<file path="src/sci_defines.vh">
// Purpose: Constants for the command decode block of the stacked low-power DRAM
// Assumes: Included by its bare name from every file except the two-entry buffer
// Notes:   Definitions only
`ifndef SCI_DEFINES_VH
`define SCI_DEFINES_VH

// ============================================================
// Command encodings {chip_select_n, row_strobe_n, column_strobe_n, write_strobe_n}
`define SCI_CMD_NOP        4'h7
`define SCI_CMD_ROW_OPEN   4'h3
`define SCI_CMD_READ       4'h5
`define SCI_CMD_WRITE      4'h4
`define SCI_CMD_BURST_STOP 4'h6
`define SCI_CMD_PRECHARGE  4'h2
`define SCI_CMD_REFRESH    4'h1
`define SCI_CMD_MODE_LOAD  4'h0

// ============================================================
// Decoded operation codes carried in the command word
`define SCI_OP_ROW_OPEN    4'h1
`define SCI_OP_READ        4'h2
`define SCI_OP_WRITE       4'h3
`define SCI_OP_BURST_TERM  4'h4
`define SCI_OP_DEEP_PD     4'h5
`define SCI_OP_PRECHARGE   4'h6
`define SCI_OP_PRE_ALL     4'h7
`define SCI_OP_AUTO_REF    4'h8
`define SCI_OP_SELF_REF    4'h9
`define SCI_OP_MODE_LOAD   4'ha
`define SCI_OP_EXT_LOAD    4'hb

// ============================================================
// Command word layout
`define SCI_WORD_W         20
`define SCI_WORD_OP_LSB    16
`define SCI_WORD_BANK_LSB  14
`define SCI_WORD_ADDR_LSB  1
`define SCI_WORD_AUTOPRE   0

// ============================================================
// Main mode register fields
`define SCI_MR_BL_LSB      0
`define SCI_MR_BT_BIT      3
`define SCI_MR_RL_LSB      4
`define SCI_MR_WBM_BIT     9
// Extended register fields
`define SCI_EMR_PARTIAL_ARRAY_REFRESH_FIELD_LSB   0
`define SCI_EMR_TEMP_COMP_REFRESH_FIELD_LSB   3
`define SCI_TEMP_COMP_REFRESH_FIELD_SENSOR    2'h0

// ============================================================
// Reset values
`define SCI_MR_RESET       13'h0000
`define SCI_EMR_RESET      13'h0000
`define SCI_REF_CNT_RESET  15'h0000

// ============================================================
// Read mask to high impedance latency in memory clocks
`define SCI_DQM_RD_LAT     2

`endif

</file>
<file path="src/sci_buf2.v">
// Purpose: Two-entry buffer with valid and ready on both sides
// Assumes: Single clock, synchronous active-low reset
// Notes:   Full and empty are exact; read data come from registers
`timescale 1ns/1ps
module sci_buf2 #(
  parameter W = 20
) (
  input  wire         sys_clk_i,
  input  wire         nrst_i,
  input  wire         in_valid_i,
  output wire         in_ready_o,
  input  wire [W-1:0] in_data_i,
  output wire         out_valid_o,
  input  wire         out_ready_i,
  output wire [W-1:0] out_data_o
);

  reg [W-1:0] slot0_q;
  reg [W-1:0] slot1_q;
  reg [1:0]   count_q;

  wire push = in_valid_i & in_ready_o;
  wire pop  = out_valid_o & out_ready_i;

  assign in_ready_o  = (count_q != 2'h2);
  assign out_valid_o = (count_q != 2'h0);
  assign out_data_o  = slot0_q;

  always @(posedge sys_clk_i) begin
    if (!nrst_i) begin
      slot0_q <= {W{1'b0}};
      slot1_q <= {W{1'b0}};
      count_q <= 2'h0;
    end else begin
      case ({push, pop})
        2'b10: begin
          if (count_q == 2'h0) slot0_q <= in_data_i;
          else slot1_q <= in_data_i;
          count_q <= count_q + 2'h1;
        end
        2'b01: begin
          slot0_q <= slot1_q;
          count_q <= count_q - 2'h1;
        end
        2'b11: begin
          if (count_q == 2'h1) slot0_q <= in_data_i;
          else begin
            slot0_q <= slot1_q;
            slot1_q <= in_data_i;
          end
        end
        default: begin
        end
      endcase
    end
  end

endmodule // sci_buf2

</file>
<file path="src/sci_command_interface.v">
// Purpose: Command decode and bank state of one die of a stacked DRAM
// Assumes: Memory clock and command pins are asynchronous to sys_clk_i and
//          much slower; they are sampled and the rising memory clock edge found
// Notes:   Decoded commands leave through a two-entry buffer
//
// Summary of operation
// - Sensor on only when temperature field is 00
// - Decode eight command encodings from strobes
// - Deselect acts exactly like no-operation
// - Selected no-operation disturbs nothing under way
// - Row open takes bank bits, row bits 0-12
// - Read/write take column 0-8, flag autoprecharge
// - Burst stop: terminate, or deep power-down
// - Precharge one bank, or all when flagged
// - Refresh encoding: auto, or self-refresh entry
// - Refresh addresses come from internal counter
// - Mode load picks main or extended register
// - Mask discards writes, tristates reads after two
// - All inputs taken on rising memory clock
// - Main register: length, type, latency, write mode
// - Extended register: partial array, temperature field
`timescale 1ns/1ps
`include "sci_defines.vh"
module sci_command_interface (
  input  wire        sys_clk_i,
  input  wire        nrst_i,
  input  wire        mem_clk_i,
  input  wire        clk_en_pin_i,
  input  wire        chip_select_n_i,
  input  wire        row_strobe_n_i,
  input  wire        column_strobe_n_i,
  input  wire        write_strobe_n_i,
  input  wire        data_mask_i,
  input  wire [12:0] addr_i,
  input  wire        bank_sel0_i,
  input  wire        bank_sel1_i,
  output wire        cmd_valid_o,
  input  wire        cmd_ready_i,
  output wire [19:0] cmd_word_o,
  output wire        cmd_stall_o,
  output reg         write_mask_o,
  output reg         read_hiz_o,
  output reg  [3:0]  bank_open_o,
  output reg  [51:0] bank_rows_o,
  output reg  [2:0]  burst_len_o,
  output reg         burst_type_o,
  output reg  [2:0]  read_lat_o,
  output reg         write_single_o,
  output reg  [2:0]  partial_array_refresh_field_o,
  output reg  [1:0]  temp_comp_refresh_field_o,
  output reg         temp_sensor_en_o,
  output reg         self_refresh_o,
  output reg         deep_power_down_o,
  output reg  [14:0] refresh_count_o
);

  // ============================================================
  // Pin sampling: three stages, change counted when stages 2 and 3 agree
  localparam PW = 22;
  wire [PW-1:0] pins = {mem_clk_i, clk_en_pin_i, chip_select_n_i, row_strobe_n_i,
                        column_strobe_n_i, write_strobe_n_i, data_mask_i,
                        addr_i, bank_sel1_i, bank_sel0_i};
  reg  [PW-1:0] sync1_q;
  reg  [PW-1:0] sync2_q;
  reg  [PW-1:0] sync3_q;
  reg           mclk_lvl_q;

  always @(posedge sys_clk_i) begin
    if (!nrst_i) begin
      sync1_q    <= {PW{1'b0}};
      sync2_q    <= {PW{1'b0}};
      sync3_q    <= {PW{1'b0}};
      mclk_lvl_q <= 1'b0;
    end else begin
      sync1_q <= pins;
      sync2_q <= sync1_q;
      sync3_q <= sync2_q;
      if (sync2_q[PW-1] == sync3_q[PW-1])
        mclk_lvl_q <= sync3_q[PW-1];
    end
  end

  wire        mclk_rise = sync2_q[PW-1] & sync3_q[PW-1] & ~mclk_lvl_q;
  wire        s_cke     = sync3_q[20];
  wire [3:0]  s_cmd     = sync3_q[19:16];
  wire        s_dqm     = sync3_q[15];
  wire [12:0] s_addr    = sync3_q[14:2];
  wire [1:0]  s_bank    = sync3_q[1:0];
  wire        s_flag    = s_addr[10];

  // ============================================================
  // Power state machine
  localparam ST_ACTIVE = 3'b001;
  localparam ST_SELF   = 3'b010;
  localparam ST_DEEP   = 3'b100;
  reg [2:0] pwr_q;

  // ============================================================
  // Command decode
  reg [3:0]  op;
  reg        op_en;
  reg [12:0] op_addr;
  reg [1:0]  op_bank;

  always @* begin
    op      = 4'h0;
    op_en   = 1'b0;
    op_addr = s_addr;
    op_bank = s_bank;
    if (pwr_q == ST_ACTIVE) begin
      case (s_cmd)
        `SCI_CMD_ROW_OPEN: begin
          op    = `SCI_OP_ROW_OPEN;
          op_en = 1'b1;
        end
        `SCI_CMD_READ: begin
          op      = `SCI_OP_READ;
          op_en   = 1'b1;
          op_addr = {4'h0, s_addr[8:0]};
        end
        `SCI_CMD_WRITE: begin
          op      = `SCI_OP_WRITE;
          op_en   = 1'b1;
          op_addr = {4'h0, s_addr[8:0]};
        end
        `SCI_CMD_BURST_STOP: begin
          op    = s_cke ? `SCI_OP_BURST_TERM : `SCI_OP_DEEP_PD;
          op_en = 1'b1;
        end
        `SCI_CMD_PRECHARGE: begin
          op    = s_flag ? `SCI_OP_PRE_ALL : `SCI_OP_PRECHARGE;
          op_en = 1'b1;
        end
        `SCI_CMD_REFRESH: begin
          op      = s_cke ? `SCI_OP_AUTO_REF : `SCI_OP_SELF_REF;
          op_en   = 1'b1;
          op_addr = refresh_count_o[12:0];
          op_bank = refresh_count_o[14:13];
        end
        `SCI_CMD_MODE_LOAD: begin
          op_en = (s_bank == 2'h0) | (s_bank == 2'h2);
          op    = s_bank[1] ? `SCI_OP_EXT_LOAD : `SCI_OP_MODE_LOAD;
        end
        default: begin
          // Deselect and no-operation: nothing taken, state untouched
          op_en = 1'b0;
        end
      endcase
    end
  end

  wire       take   = mclk_rise & op_en;
  wire       autopre = s_flag & ((op == `SCI_OP_READ) | (op == `SCI_OP_WRITE));
  wire [19:0] word  = {op, op_bank, op_addr, autopre};
  wire        buf_ready;
  reg         pend_q;
  reg  [19:0] pend_word_q;

  // ============================================================
  // State updates on each rising memory clock and on accepted commands
  reg [1:0] dqm_pipe_q;
  integer   b;

  always @(posedge sys_clk_i) begin
    if (!nrst_i) begin
      pwr_q                         <= ST_ACTIVE;
      bank_open_o                   <= 4'h0;
      bank_rows_o                   <= 52'h0;
      {burst_len_o, burst_type_o, read_lat_o, write_single_o} <= 8'h00;
      partial_array_refresh_field_o <= 3'h0;
      temp_comp_refresh_field_o     <= 2'h0;
      temp_sensor_en_o              <= 1'b1;
      refresh_count_o               <= `SCI_REF_CNT_RESET;
      write_mask_o                  <= 1'b0;
      read_hiz_o                    <= 1'b0;
      dqm_pipe_q                    <= 2'h0;
      self_refresh_o                <= 1'b0;
      deep_power_down_o             <= 1'b0;
      pend_q                        <= 1'b0;
      pend_word_q                   <= 20'h00000;
    end else begin
      if (pend_q & buf_ready)
        pend_q <= 1'b0;
      if (mclk_rise) begin
        dqm_pipe_q   <= {dqm_pipe_q[0], s_dqm};
        read_hiz_o   <= dqm_pipe_q[`SCI_DQM_RD_LAT-1];
        write_mask_o <= s_dqm;
        case (pwr_q)
          ST_SELF: if (s_cke) pwr_q <= ST_ACTIVE;
          ST_DEEP: if (s_cke) pwr_q <= ST_ACTIVE;
          default: pwr_q <= ST_ACTIVE;
        endcase
        if (pwr_q != ST_ACTIVE) begin
          if (s_cke) begin
            self_refresh_o    <= 1'b0;
            deep_power_down_o <= 1'b0;
          end
        end
      end
      if (take) begin
        if (!(buf_ready & ~pend_q)) begin
          pend_q      <= 1'b1;
          pend_word_q <= word;
        end
        case (op)
          `SCI_OP_ROW_OPEN: begin
            bank_open_o[s_bank] <= 1'b1;
            for (b = 0; b < 4; b = b + 1)
              if (s_bank == b[1:0])
                bank_rows_o[b*13 +: 13] <= s_addr;
          end
          `SCI_OP_READ, `SCI_OP_WRITE:
            if (s_flag) bank_open_o[s_bank] <= 1'b0;
          `SCI_OP_PRECHARGE: bank_open_o[s_bank] <= 1'b0;
          `SCI_OP_PRE_ALL:   bank_open_o <= 4'h0;
          `SCI_OP_AUTO_REF:
            refresh_count_o <= refresh_count_o + 15'h0001;
          `SCI_OP_SELF_REF: begin
            pwr_q           <= ST_SELF;
            self_refresh_o  <= 1'b1;
            refresh_count_o <= refresh_count_o + 15'h0001;
          end
          `SCI_OP_DEEP_PD: begin
            pwr_q             <= ST_DEEP;
            deep_power_down_o <= 1'b1;
          end
          `SCI_OP_MODE_LOAD: begin
            burst_len_o    <= s_addr[`SCI_MR_BL_LSB +: 3];
            burst_type_o   <= s_addr[`SCI_MR_BT_BIT];
            read_lat_o     <= s_addr[`SCI_MR_RL_LSB +: 3];
            write_single_o <= s_addr[`SCI_MR_WBM_BIT];
          end
          `SCI_OP_EXT_LOAD: begin
            partial_array_refresh_field_o <= s_addr[`SCI_EMR_PARTIAL_ARRAY_REFRESH_FIELD_LSB +: 3];
            temp_comp_refresh_field_o     <= s_addr[`SCI_EMR_TEMP_COMP_REFRESH_FIELD_LSB +: 2];
            temp_sensor_en_o <= (s_addr[`SCI_EMR_TEMP_COMP_REFRESH_FIELD_LSB +: 2] == `SCI_TEMP_COMP_REFRESH_FIELD_SENSOR);
          end
          default: begin
          end
        endcase
      end
    end
  end

  // ============================================================
  // Output buffer; a word refused by a full buffer waits in the pending slot
  wire        buf_in_valid = pend_q | take;
  wire [19:0] buf_in_data  = pend_q ? pend_word_q : word;

  assign cmd_stall_o = pend_q;

  sci_buf2 #(
    .W(`SCI_WORD_W)
  ) u_buf (
    .sys_clk_i   (sys_clk_i),
    .nrst_i      (nrst_i),
    .in_valid_i  (buf_in_valid),
    .in_ready_o  (buf_ready),
    .in_data_i   (buf_in_data),
    .out_valid_o (cmd_valid_o),
    .out_ready_i (cmd_ready_i),
    .out_data_o  (cmd_word_o)
  );

endmodule // sci_command_interface

</file>
<file path="config.mk">
export PLATFORM = sky130hd
export DESIGN_NAME = sci_command_interface
export DESIGN_NICKNAME = d
export VERILOG_FILES = /design/src/sci_buf2.v /design/src/sci_command_interface.v
export VERILOG_INCLUDE_DIRS = /design/src
export SDC_FILE = /design/constraint.sdc
export NUM_CORES = 1
export LEC_CHECK = 0
export ABC_AREA = 1
export BUFFER_PORTS_ARGS = -buffer_cell sky130_fd_sc_hd__buf_2
export CAP_MARGIN = 15
export CORE_AREA = 2 2 137 139
export DETAILED_ROUTE_END_ITERATION = 8
export DIE_AREA = 0 0 139 141
export HOLD_SLACK_MARGIN = 0.03
export PLACE_DENSITY = 0.85
export SYNTH_ARGS = -nofsm -noshare
export SYNTH_HDL_FRONTEND = slang
export SYNTH_SLANG_ARGS = --single-unit
</file>
<file path="constraint.sdc">
create_clock -name sys_clk_i -period 2.05 [get_ports sys_clk_i]
set_input_delay 0.1025 -clock sys_clk_i [delete_from_list [all_inputs] [get_ports sys_clk_i]]
set_output_delay 0.1025 -clock sys_clk_i [all_outputs]
set_load 0.05 [all_outputs]
</file>
# Word level (Yosys, flattened, before mapping)
# Index checks and enable logic that the tools add are counted.
[totals]
ff_bits = 224
input_bits = 25
out_inout_bits = 111
word_cells = 151
[op_classes]
n_addsub = 3
n_lt_le_gt_ge = 2
eq_ne = 33
n_mux = 42
bitwise = 17
reduce_logical = 26
[ops]
columns = ["op", "n"]
rows = [
  ["$mux W20", 5],
  ["$pmux W20 S3", 1],
  ["$pmux W20 S2", 1],
  ["$pmux W4 S7", 1],
  ["$pmux W13 S2", 1],
  ["$eq A4 B3 Y1 const B", 6],
  ["$mux W1", 19],
  ["$reduce_and A3 Y1", 6],
  ["$eq A4 B2 Y1 const B", 4],
  ["$eq A4 B4 Y1 const B", 4],
  ["$pmux W4 S4", 1],
  ["$add A15 B1 Y15 const B", 1],
  ["$mux W13", 1],
  ["$mux W3", 4],
  ["$reduce_and A2 Y1", 5],
  ["$and A1 B1 Y1", 8],
  ["$eq A2 B2 Y1 const B", 4],
  ["$eq A4 B1 Y1 const B", 2],
  ["$mux W4", 2],
  ["$ne A2 B2 Y1 const B", 4],
  ["$reduce_or A2 Y1", 4],
  ["$eq A2 B1 Y1 const B", 3],
  ["$logic_not A2 Y1", 3],
  ["$pmux W3 S2", 1],
  ["25 further kinds", 32],
]

# Depth between registers and ports, before layout
[depth]
ltp_word = 10
ltp_mapped = 17
depth_no_buf = 16

# Cells and area by module
# A second synthesis with hierarchy kept.
[hier_totals]
hier_cells = 1339
area_unflattened_um2 = 9370.2
[modules_own_cells]
columns = ["mod", "n_inst", "cells_each", "area_per_inst_um2", "seq_area_each_um2"]
rows = [
  ["sci_command_interface", 1, 941, 7001.7, 3623.5],
  ["sci_buf2", 1, 398, 2368.5, 840.8],
]

# Worst setup path before layout
# OpenSTA, ideal clock, no wires.
[synth_timing]
path_kind = "reg-to-reg"
startpoint = "register u_buf.count_q[0]"
endpoint = "register u_buf.slot1_q[16]"
setup_time_ps = 115
arrival_ps = 2335
required_time_ps = 1935
slack_ps = -401
stages_incl_launch_ff = 14
synth_period_minus_slack_ps = 2451
cell_sequence = "dfxtp_1 > inv_1 > ha_1 > inv_1 > nand2_1 > clkbuf_1 > ha_1 > nand2_1 > nand2_1 > nor2_1 > clkbuf_1 > inv_1 > o21ai_0 > inv_1"
[synth_between]
elab_chain_cells = 5
[synth_rtl]
columns = ["element", "line_no", "rtl"]
rows = [
  ["from (decl)", "sci_buf2.v:20", "reg [1:0] count_q;"],
  ["from (signal assigned)", "sci_buf2.v:39", "count_q <= count_q + 2'h1;"],
  ["from (signal assigned)", "sci_buf2.v:43", "count_q <= count_q - 2'h1;"],
  ["$reduce_bool A2 Y1 *", "sci_buf2.v:26", "assign out_valid_o = (count_q != 2'h0);"],
  ["net cmd_valid_o", "sci_command_interface.v:37", "output wire cmd_valid_o,"],
  ["$and A1 B1 Y1 *", "sci_buf2.v:23", "wire pop = out_valid_o & out_ready_i;"],
  ["$eq A2 B2 Y1", "sci_buf2.v:35", "case ({push, pop})"],
  ["$ne A2 B2 Y1 (no line) / $reduce_bool A2 Y1 (equally long branches)", "-", ""],
  ["$reduce_and A3 Y1 (no line)", "-", ""],
  ["to (signal assigned)", "sci_buf2.v:32", "slot1_q <= {W{1'b0}};"],
  ["to (signal assigned)", "sci_buf2.v:38", "else slot1_q <= in_data_i;"],
  ["to (signal assigned)", "sci_buf2.v:49", "slot1_q <= in_data_i;"],
  ["to (decl)", "sci_buf2.v:19", "reg [W-1:0] slot1_q;"],
]
# The timed path passes the listed nets; every way through them passes the cells marked *.
# A chain may end at the register's enable or synchronous reset.

# Final worst setup path
[layout_timing]
startpoint = "register sync3_q[17]"
endpoint = "register u_buf.slot0_q[14], in the netlist u_buf.out_data_o[14]"
[layout_between]
elab_chain_cells = 10
[layout_rtl]
columns = ["element", "line_no", "rtl"]
rows = [
  ["from (decl)", "sci_command_interface.v:65", "reg [PW-1:0] sync3_q;"],
  ["from (signal assigned)", "sci_command_interface.v:72", "sync3_q <= {PW{1'b0}};"],
  ["from (signal assigned)", "sci_command_interface.v:77", "sync3_q <= sync2_q;"],
  ["$eq A4 B1 Y1, or another cell as far along", "sci_command_interface.v:111", "case (s_cmd)"],
  ["$reduce_or A6 Y1 (no line)", "-", ""],
  ["$pmux W1 S2", "sci_command_interface.v:111", ""],
  ["$mux W1", "sci_command_interface.v:110", "if (pwr_q == ST_ACTIVE) begin"],
  ["$and A1 B1 Y1", "sci_command_interface.v:152", "wire take = mclk_rise & op_en;"],
  ["$or A1 B1 Y1", "sci_command_interface.v:247", "wire buf_in_valid = pend_q | take;"],
  ["$and A1 B1 Y1", "sci_buf2.v:22", "wire push = in_valid_i & in_ready_o;"],
  ["$eq A2 B2 Y1 / $eq A2 B1 Y1 (equally long branches)", "sci_buf2.v:35", ""],
  ["$ne A2 B1 Y1 (no line) / $reduce_bool A3 Y1 (equally long branches)", "-", ""],
  ["$reduce_and A2 Y1 (no line)", "-", ""],
  ["to (signal assigned)", "sci_buf2.v:31", "slot0_q <= {W{1'b0}};"],
  ["to (signal assigned)", "sci_buf2.v:37", "if (count_q == 2'h0) slot0_q <= in_data_i;"],
  ["to (signal assigned)", "sci_buf2.v:42", "slot0_q <= slot1_q;"],
  ["to (decl)", "sci_buf2.v:18", "reg [W-1:0] slot0_q;"],
]
# Several ways; a longest one is shown, not always the timed one. The select of a mux whose other input is x is not followed.

==> impl_metrics.tcl <==
set metrics [dict create \
    outcome "complete, but fails checks" \
    violations "setup timing" \
    drt_first_pass_iters 6 \
    path_depth 16 \
    yosys.area_share.simple_pct 27.9 \
    ys_warn_count 0 \
    synth_compound_area_share_pct 10.8 \
    cp_num_buf_inv 3 \
    core.rowCount 50 \
    cts_buffers 24 \
    max_freq_mhz 469 \
    finalHoldViolCount 0 \
    drt-initial-drc-count 788 \
    reg2reg_depth 16 \
    die-area_mm2 0.0196 \
    layout.nets 1474 \
    register_area_mm2 0.00447 \
    worstHoldStart "cmd_ready_i" \
    rsz0062_at_grt "true" \
    synth_top_family_by_area "simple AND/OR/NAND/NOR gates" \
    path_clk_slew_ns 0.06 \
    final_layout_size_suffix_gt1_share_pct 20.3 \
    grtUsageTotal_pct 23.9 \
    slew_viol_final 0 \
    switching_share_pct 23.9 \
    layout_setup_ws_ns -0.0811 \
    grt_pass1_vias 8237 \
    core_area_mm2 0.0183 \
    diodes 0 \
    synth_xor_area_share_pct 1.15 \
    ir_drop_uv 638 \
    post-route-min-period_ns 2.13 \
    via_count 8821 \
    crit_start "sync3_q[17]" \
    cts.path.max_buffers 3 \
    synth_cell_type_count 28 \
    die_w_um 139 \
    worstPathRequired_ns 2.48 \
    timing.final.crit_share_pct 104 \
    power.density_mw_per_mm2 857 \
    post-route-util_pct 63.8 \
    die_h_um 141 \
    ant_nets 0 \
    gr-total-overflow 0 \
    path_class "flip-flop to flip-flop" \
    ys_ff_latch 223 \
    cap_violations 0 \
    rr_endpoint "u_buf.out_data_o[14]" \
    endpoint_kind "flip-flop" \
    clock_latency_ns 0.51 \
    cts_max_level 1 \
    crit_family "simple AND/OR/NAND/NOR gates" \
    p_leak_nw 5.72 \
    start_util_pct 50.1 \
    endpoint "u_buf.out_data_o[14]" \
    routed_via_density 5.21 \
    portBuffers 135 \
    cts_root_buffer "clkbuf_16" \
    place_inst 1609 \
    total_power_mw 9.99 \
    rrSetupSlack_ns -0.08 \
    worstPathArrival_ns 2.56 \
    fin_hold_ws_ns 0.168 \
    hold_depth 4 \
    io_pins 136 \
    worst-slew-pin-transition_ns 0.677 \
    reg2reg_from "sync3_q[17]" \
    grt_max_degree 145 \
    grt_pass1_wl_mm 38.8 \
    multi_input_area_mm2 0.00395 \
    synth_mux_area_share_pct 0 \
    syn_nets 1297 \
    dpl_cell_area_mm2 0.0102 \
    crit_slowest_cell "dfxtp_4" \
    synth-seq-area-share_pct 48.8 \
    syn_avg_cell_area_um2 7.24 \
    p_clk_share_pct 45.8 \
    max_stage_delay_ns 0.37 \
    power_frac_seq_pct 45.2 \
    hold_class "primary input to flip-flop" \
    p_comb_share_pct 9.1 \
    syn_area_mm2 0.00915 \
    synth_cells 1264 \
    slew_headroom_pct 54.8 \
    p_int_mw 7.60 \
    yosys.area_share.adder_pct 1.09 \
    avgRoutedWirePerCell_um 14.6 \
    drc 0 \
    area_growth_pct 27.5 \
    critPathLaunchType "flip-flop" \
    cts_tree "done" \
    n_fill_cell 1477 \
    p_switching_mw 2.39 \
    crit_top_cell "nand2_2" \
    hpwl_mm 15.3 \
    antenna_found_initial 0 \
    final_cell_area_mm2 0.0117 \
    cts.sinks 223 \
    gp_congestion 0.933 \
    path_max_fanout 5 \
    drt-total-wl_mm 24.6 \
    fin_skew_ns 0.0104 \
    instances_no_fill 1693 \
    setup_viol 28 \
    crit_chain "inv_4 > nor2_4 > nand2_2 > nand4_1 > nand3_2 > nand2_2 > nand2_4 > inv_4 > ha_4 > nand2_2 > a21oi_4 > buf_6 > nand2_1 > o21ai_1 > nor2_1 > nor2_1" \
]
[layout make-up]
cell class                      count  area share [%]
Inverter                          168            5.53
Timing Repair Buffer              209            12.3
Sequential cell                   223            38.4
Multi-Input combinational cell    815            33.9
Tap cell                          234            2.51
Clock buffer                       37            6.35
Clock inverter                      7            1.01
[worst register-to-register path, cell delays in order, from the launching register on]
cell and delay, ns:
dfxtp_4 0.37, inv_4 0.05, nor2_4 0.11, nand2_2 0.07, nand4_1 0.09, nand3_2 0.12, nand2_2 0.13, nand2_4 0.07
inv_4 0.08, ha_4 0.17, nand2_2 0.07, a21oi_4 0.21, buf_6 0.16, nand2_1 0.05, o21ai_1 0.07, nor2_1 0.07
nor2_1 0.17
[power groups by stage]
stage | Sequential [mW] | Combinational, mW | Clock [mW]
finish | 4.51 | 0.907 | 4.57
floorplan | 4.77 | 0.427 | 0
CTS | 4.51 | 0.856 | 4.63
global route | 4.52 | 0.993 | 4.80
detailed placement | 4.60 | 0.804 | 0
global placement | 4.60 | 0.790 | 0
[how the worst min path moves through the flow]
stage / endpoint / slack, ns
6_report: u_buf.count_q[0] / 0.17
5_1_grt: u_buf.count_q[0] / 0.18
4_1_cts: u_buf.count_q[0] / 0.14
3_5_place_dp: sync1_q[18] / 0.29
3_3_place_gp: sync1_q[4] / 0.28
2_1_floorplan: sync1_q[0] / 0.20
[kinds of logic after synthesis]
logic type / count (synthesis)
xor+xnor: 12
simple gates: 606
flops: 223
compound gates: 187
buf+inv: 228
fa+ha+maj: 8
[metrics by stage]
step	setup TNS [ns]	worst slack (ns)
CTS	-0.00154	-0.00154
detailed placement	-0.997	-0.0675
global placement	0	0.0380
floorplan	0	0.0120
finish	-0.695	-0.0811
global route	-4.80	-0.162
[Yosys cell counts (all sizes together)]
master / number / share of area [%]
a21oi: 112 / 6.1
buf: 21 / 1.7
clkbuf: 39 / 1.6
dfxtp: 223 / 49
ha: 8 / 1.1
inv: 168 / 6.9
nand2: 432 / 18
nand3: 26 / 1.5
nand3b: 20 / 1.6
nand4: 11 / 0.92
nor2: 96 / 4.8
nor3: 19 / 1.0
o211ai: 20 / 1.6
o21ai: 55 / 3.1
or2: 2 / 0.14
xnor2: 3 / 0.29
xor2: 9 / 0.86
[registers in the layout, summed over array words and instances, names as in the netlist, 2 cells and up]
register / flops
pwr_q: 3
sync3_q: 22
sync1_q: 22
dqm_pipe_q: 2
bank_open_o: 4
bank_rows_o: 52
u_buf.count_q: 2
pend_word_q: 20
temp_comp_refresh_field_o: 2
read_lat_o: 3
partial_array_refresh_field_o: 3
u_buf.slot1_q: 20
u_buf.out_data_o: 20
sync2_q: 22
burst_len_o: 3
refresh_count_o: 15
[metal layers]
| metal | global-route usage (%) | up-vias | wire (um) |
|---|---|---|---|
| met5 | 0 | - | 0 |
| met4 | 9.52 | 0 | 958 |
| met3 | 3.87 | 83 | 2000 |
| met2 | 41.4 | 432 | 11800 |
| met1 | 29.8 | 4033 | 9850 |
| li1 | - | 4273 | - |
[layout by cell type (no fill, tap or decap), types with 3 or more instances in the layout]
master,instances
inv_1,156
bufinv_16,3
xor2_1,9
nand2_2,8
clkbuf_16,28
nor3_1,18
a21oi_1,110
buf_6,4
buf_2,134
xnor2_1,3
buf_4,39
inv_4,4
nor2_1,76
ha_4,3
nand2_1,418
dfxtp_2,5
buf_12,6
o21ai_1,16
nand4_1,10
nand2_4,6
ha_1,4
nand3_2,4
dfxtp_1,217
dlygate4sd3_1,22
nor2_4,16
nor2_2,6
clkbuf_1,5
nand3_1,22
o211ai_1,20
nand3b_1,20
o21ai_0,37
inv_2,7
clkbuf_8,7
[timing repair]
| action | 4_1_cts | 5_1_grt |
|---|---|---|
| cloned | 2 | 6 |
| hold buffers | 22 | 0 |
| buffers inserted | 2 | 8 |
| pin swaps | 3 | 39 |
| hold endpoints to repair | 22 | 0 |
| resized for setup | 12 | 61 |
| setup endpoints to repair | 40 | 109 |
No activity file was read; power rests on OpenSTA's default activity.
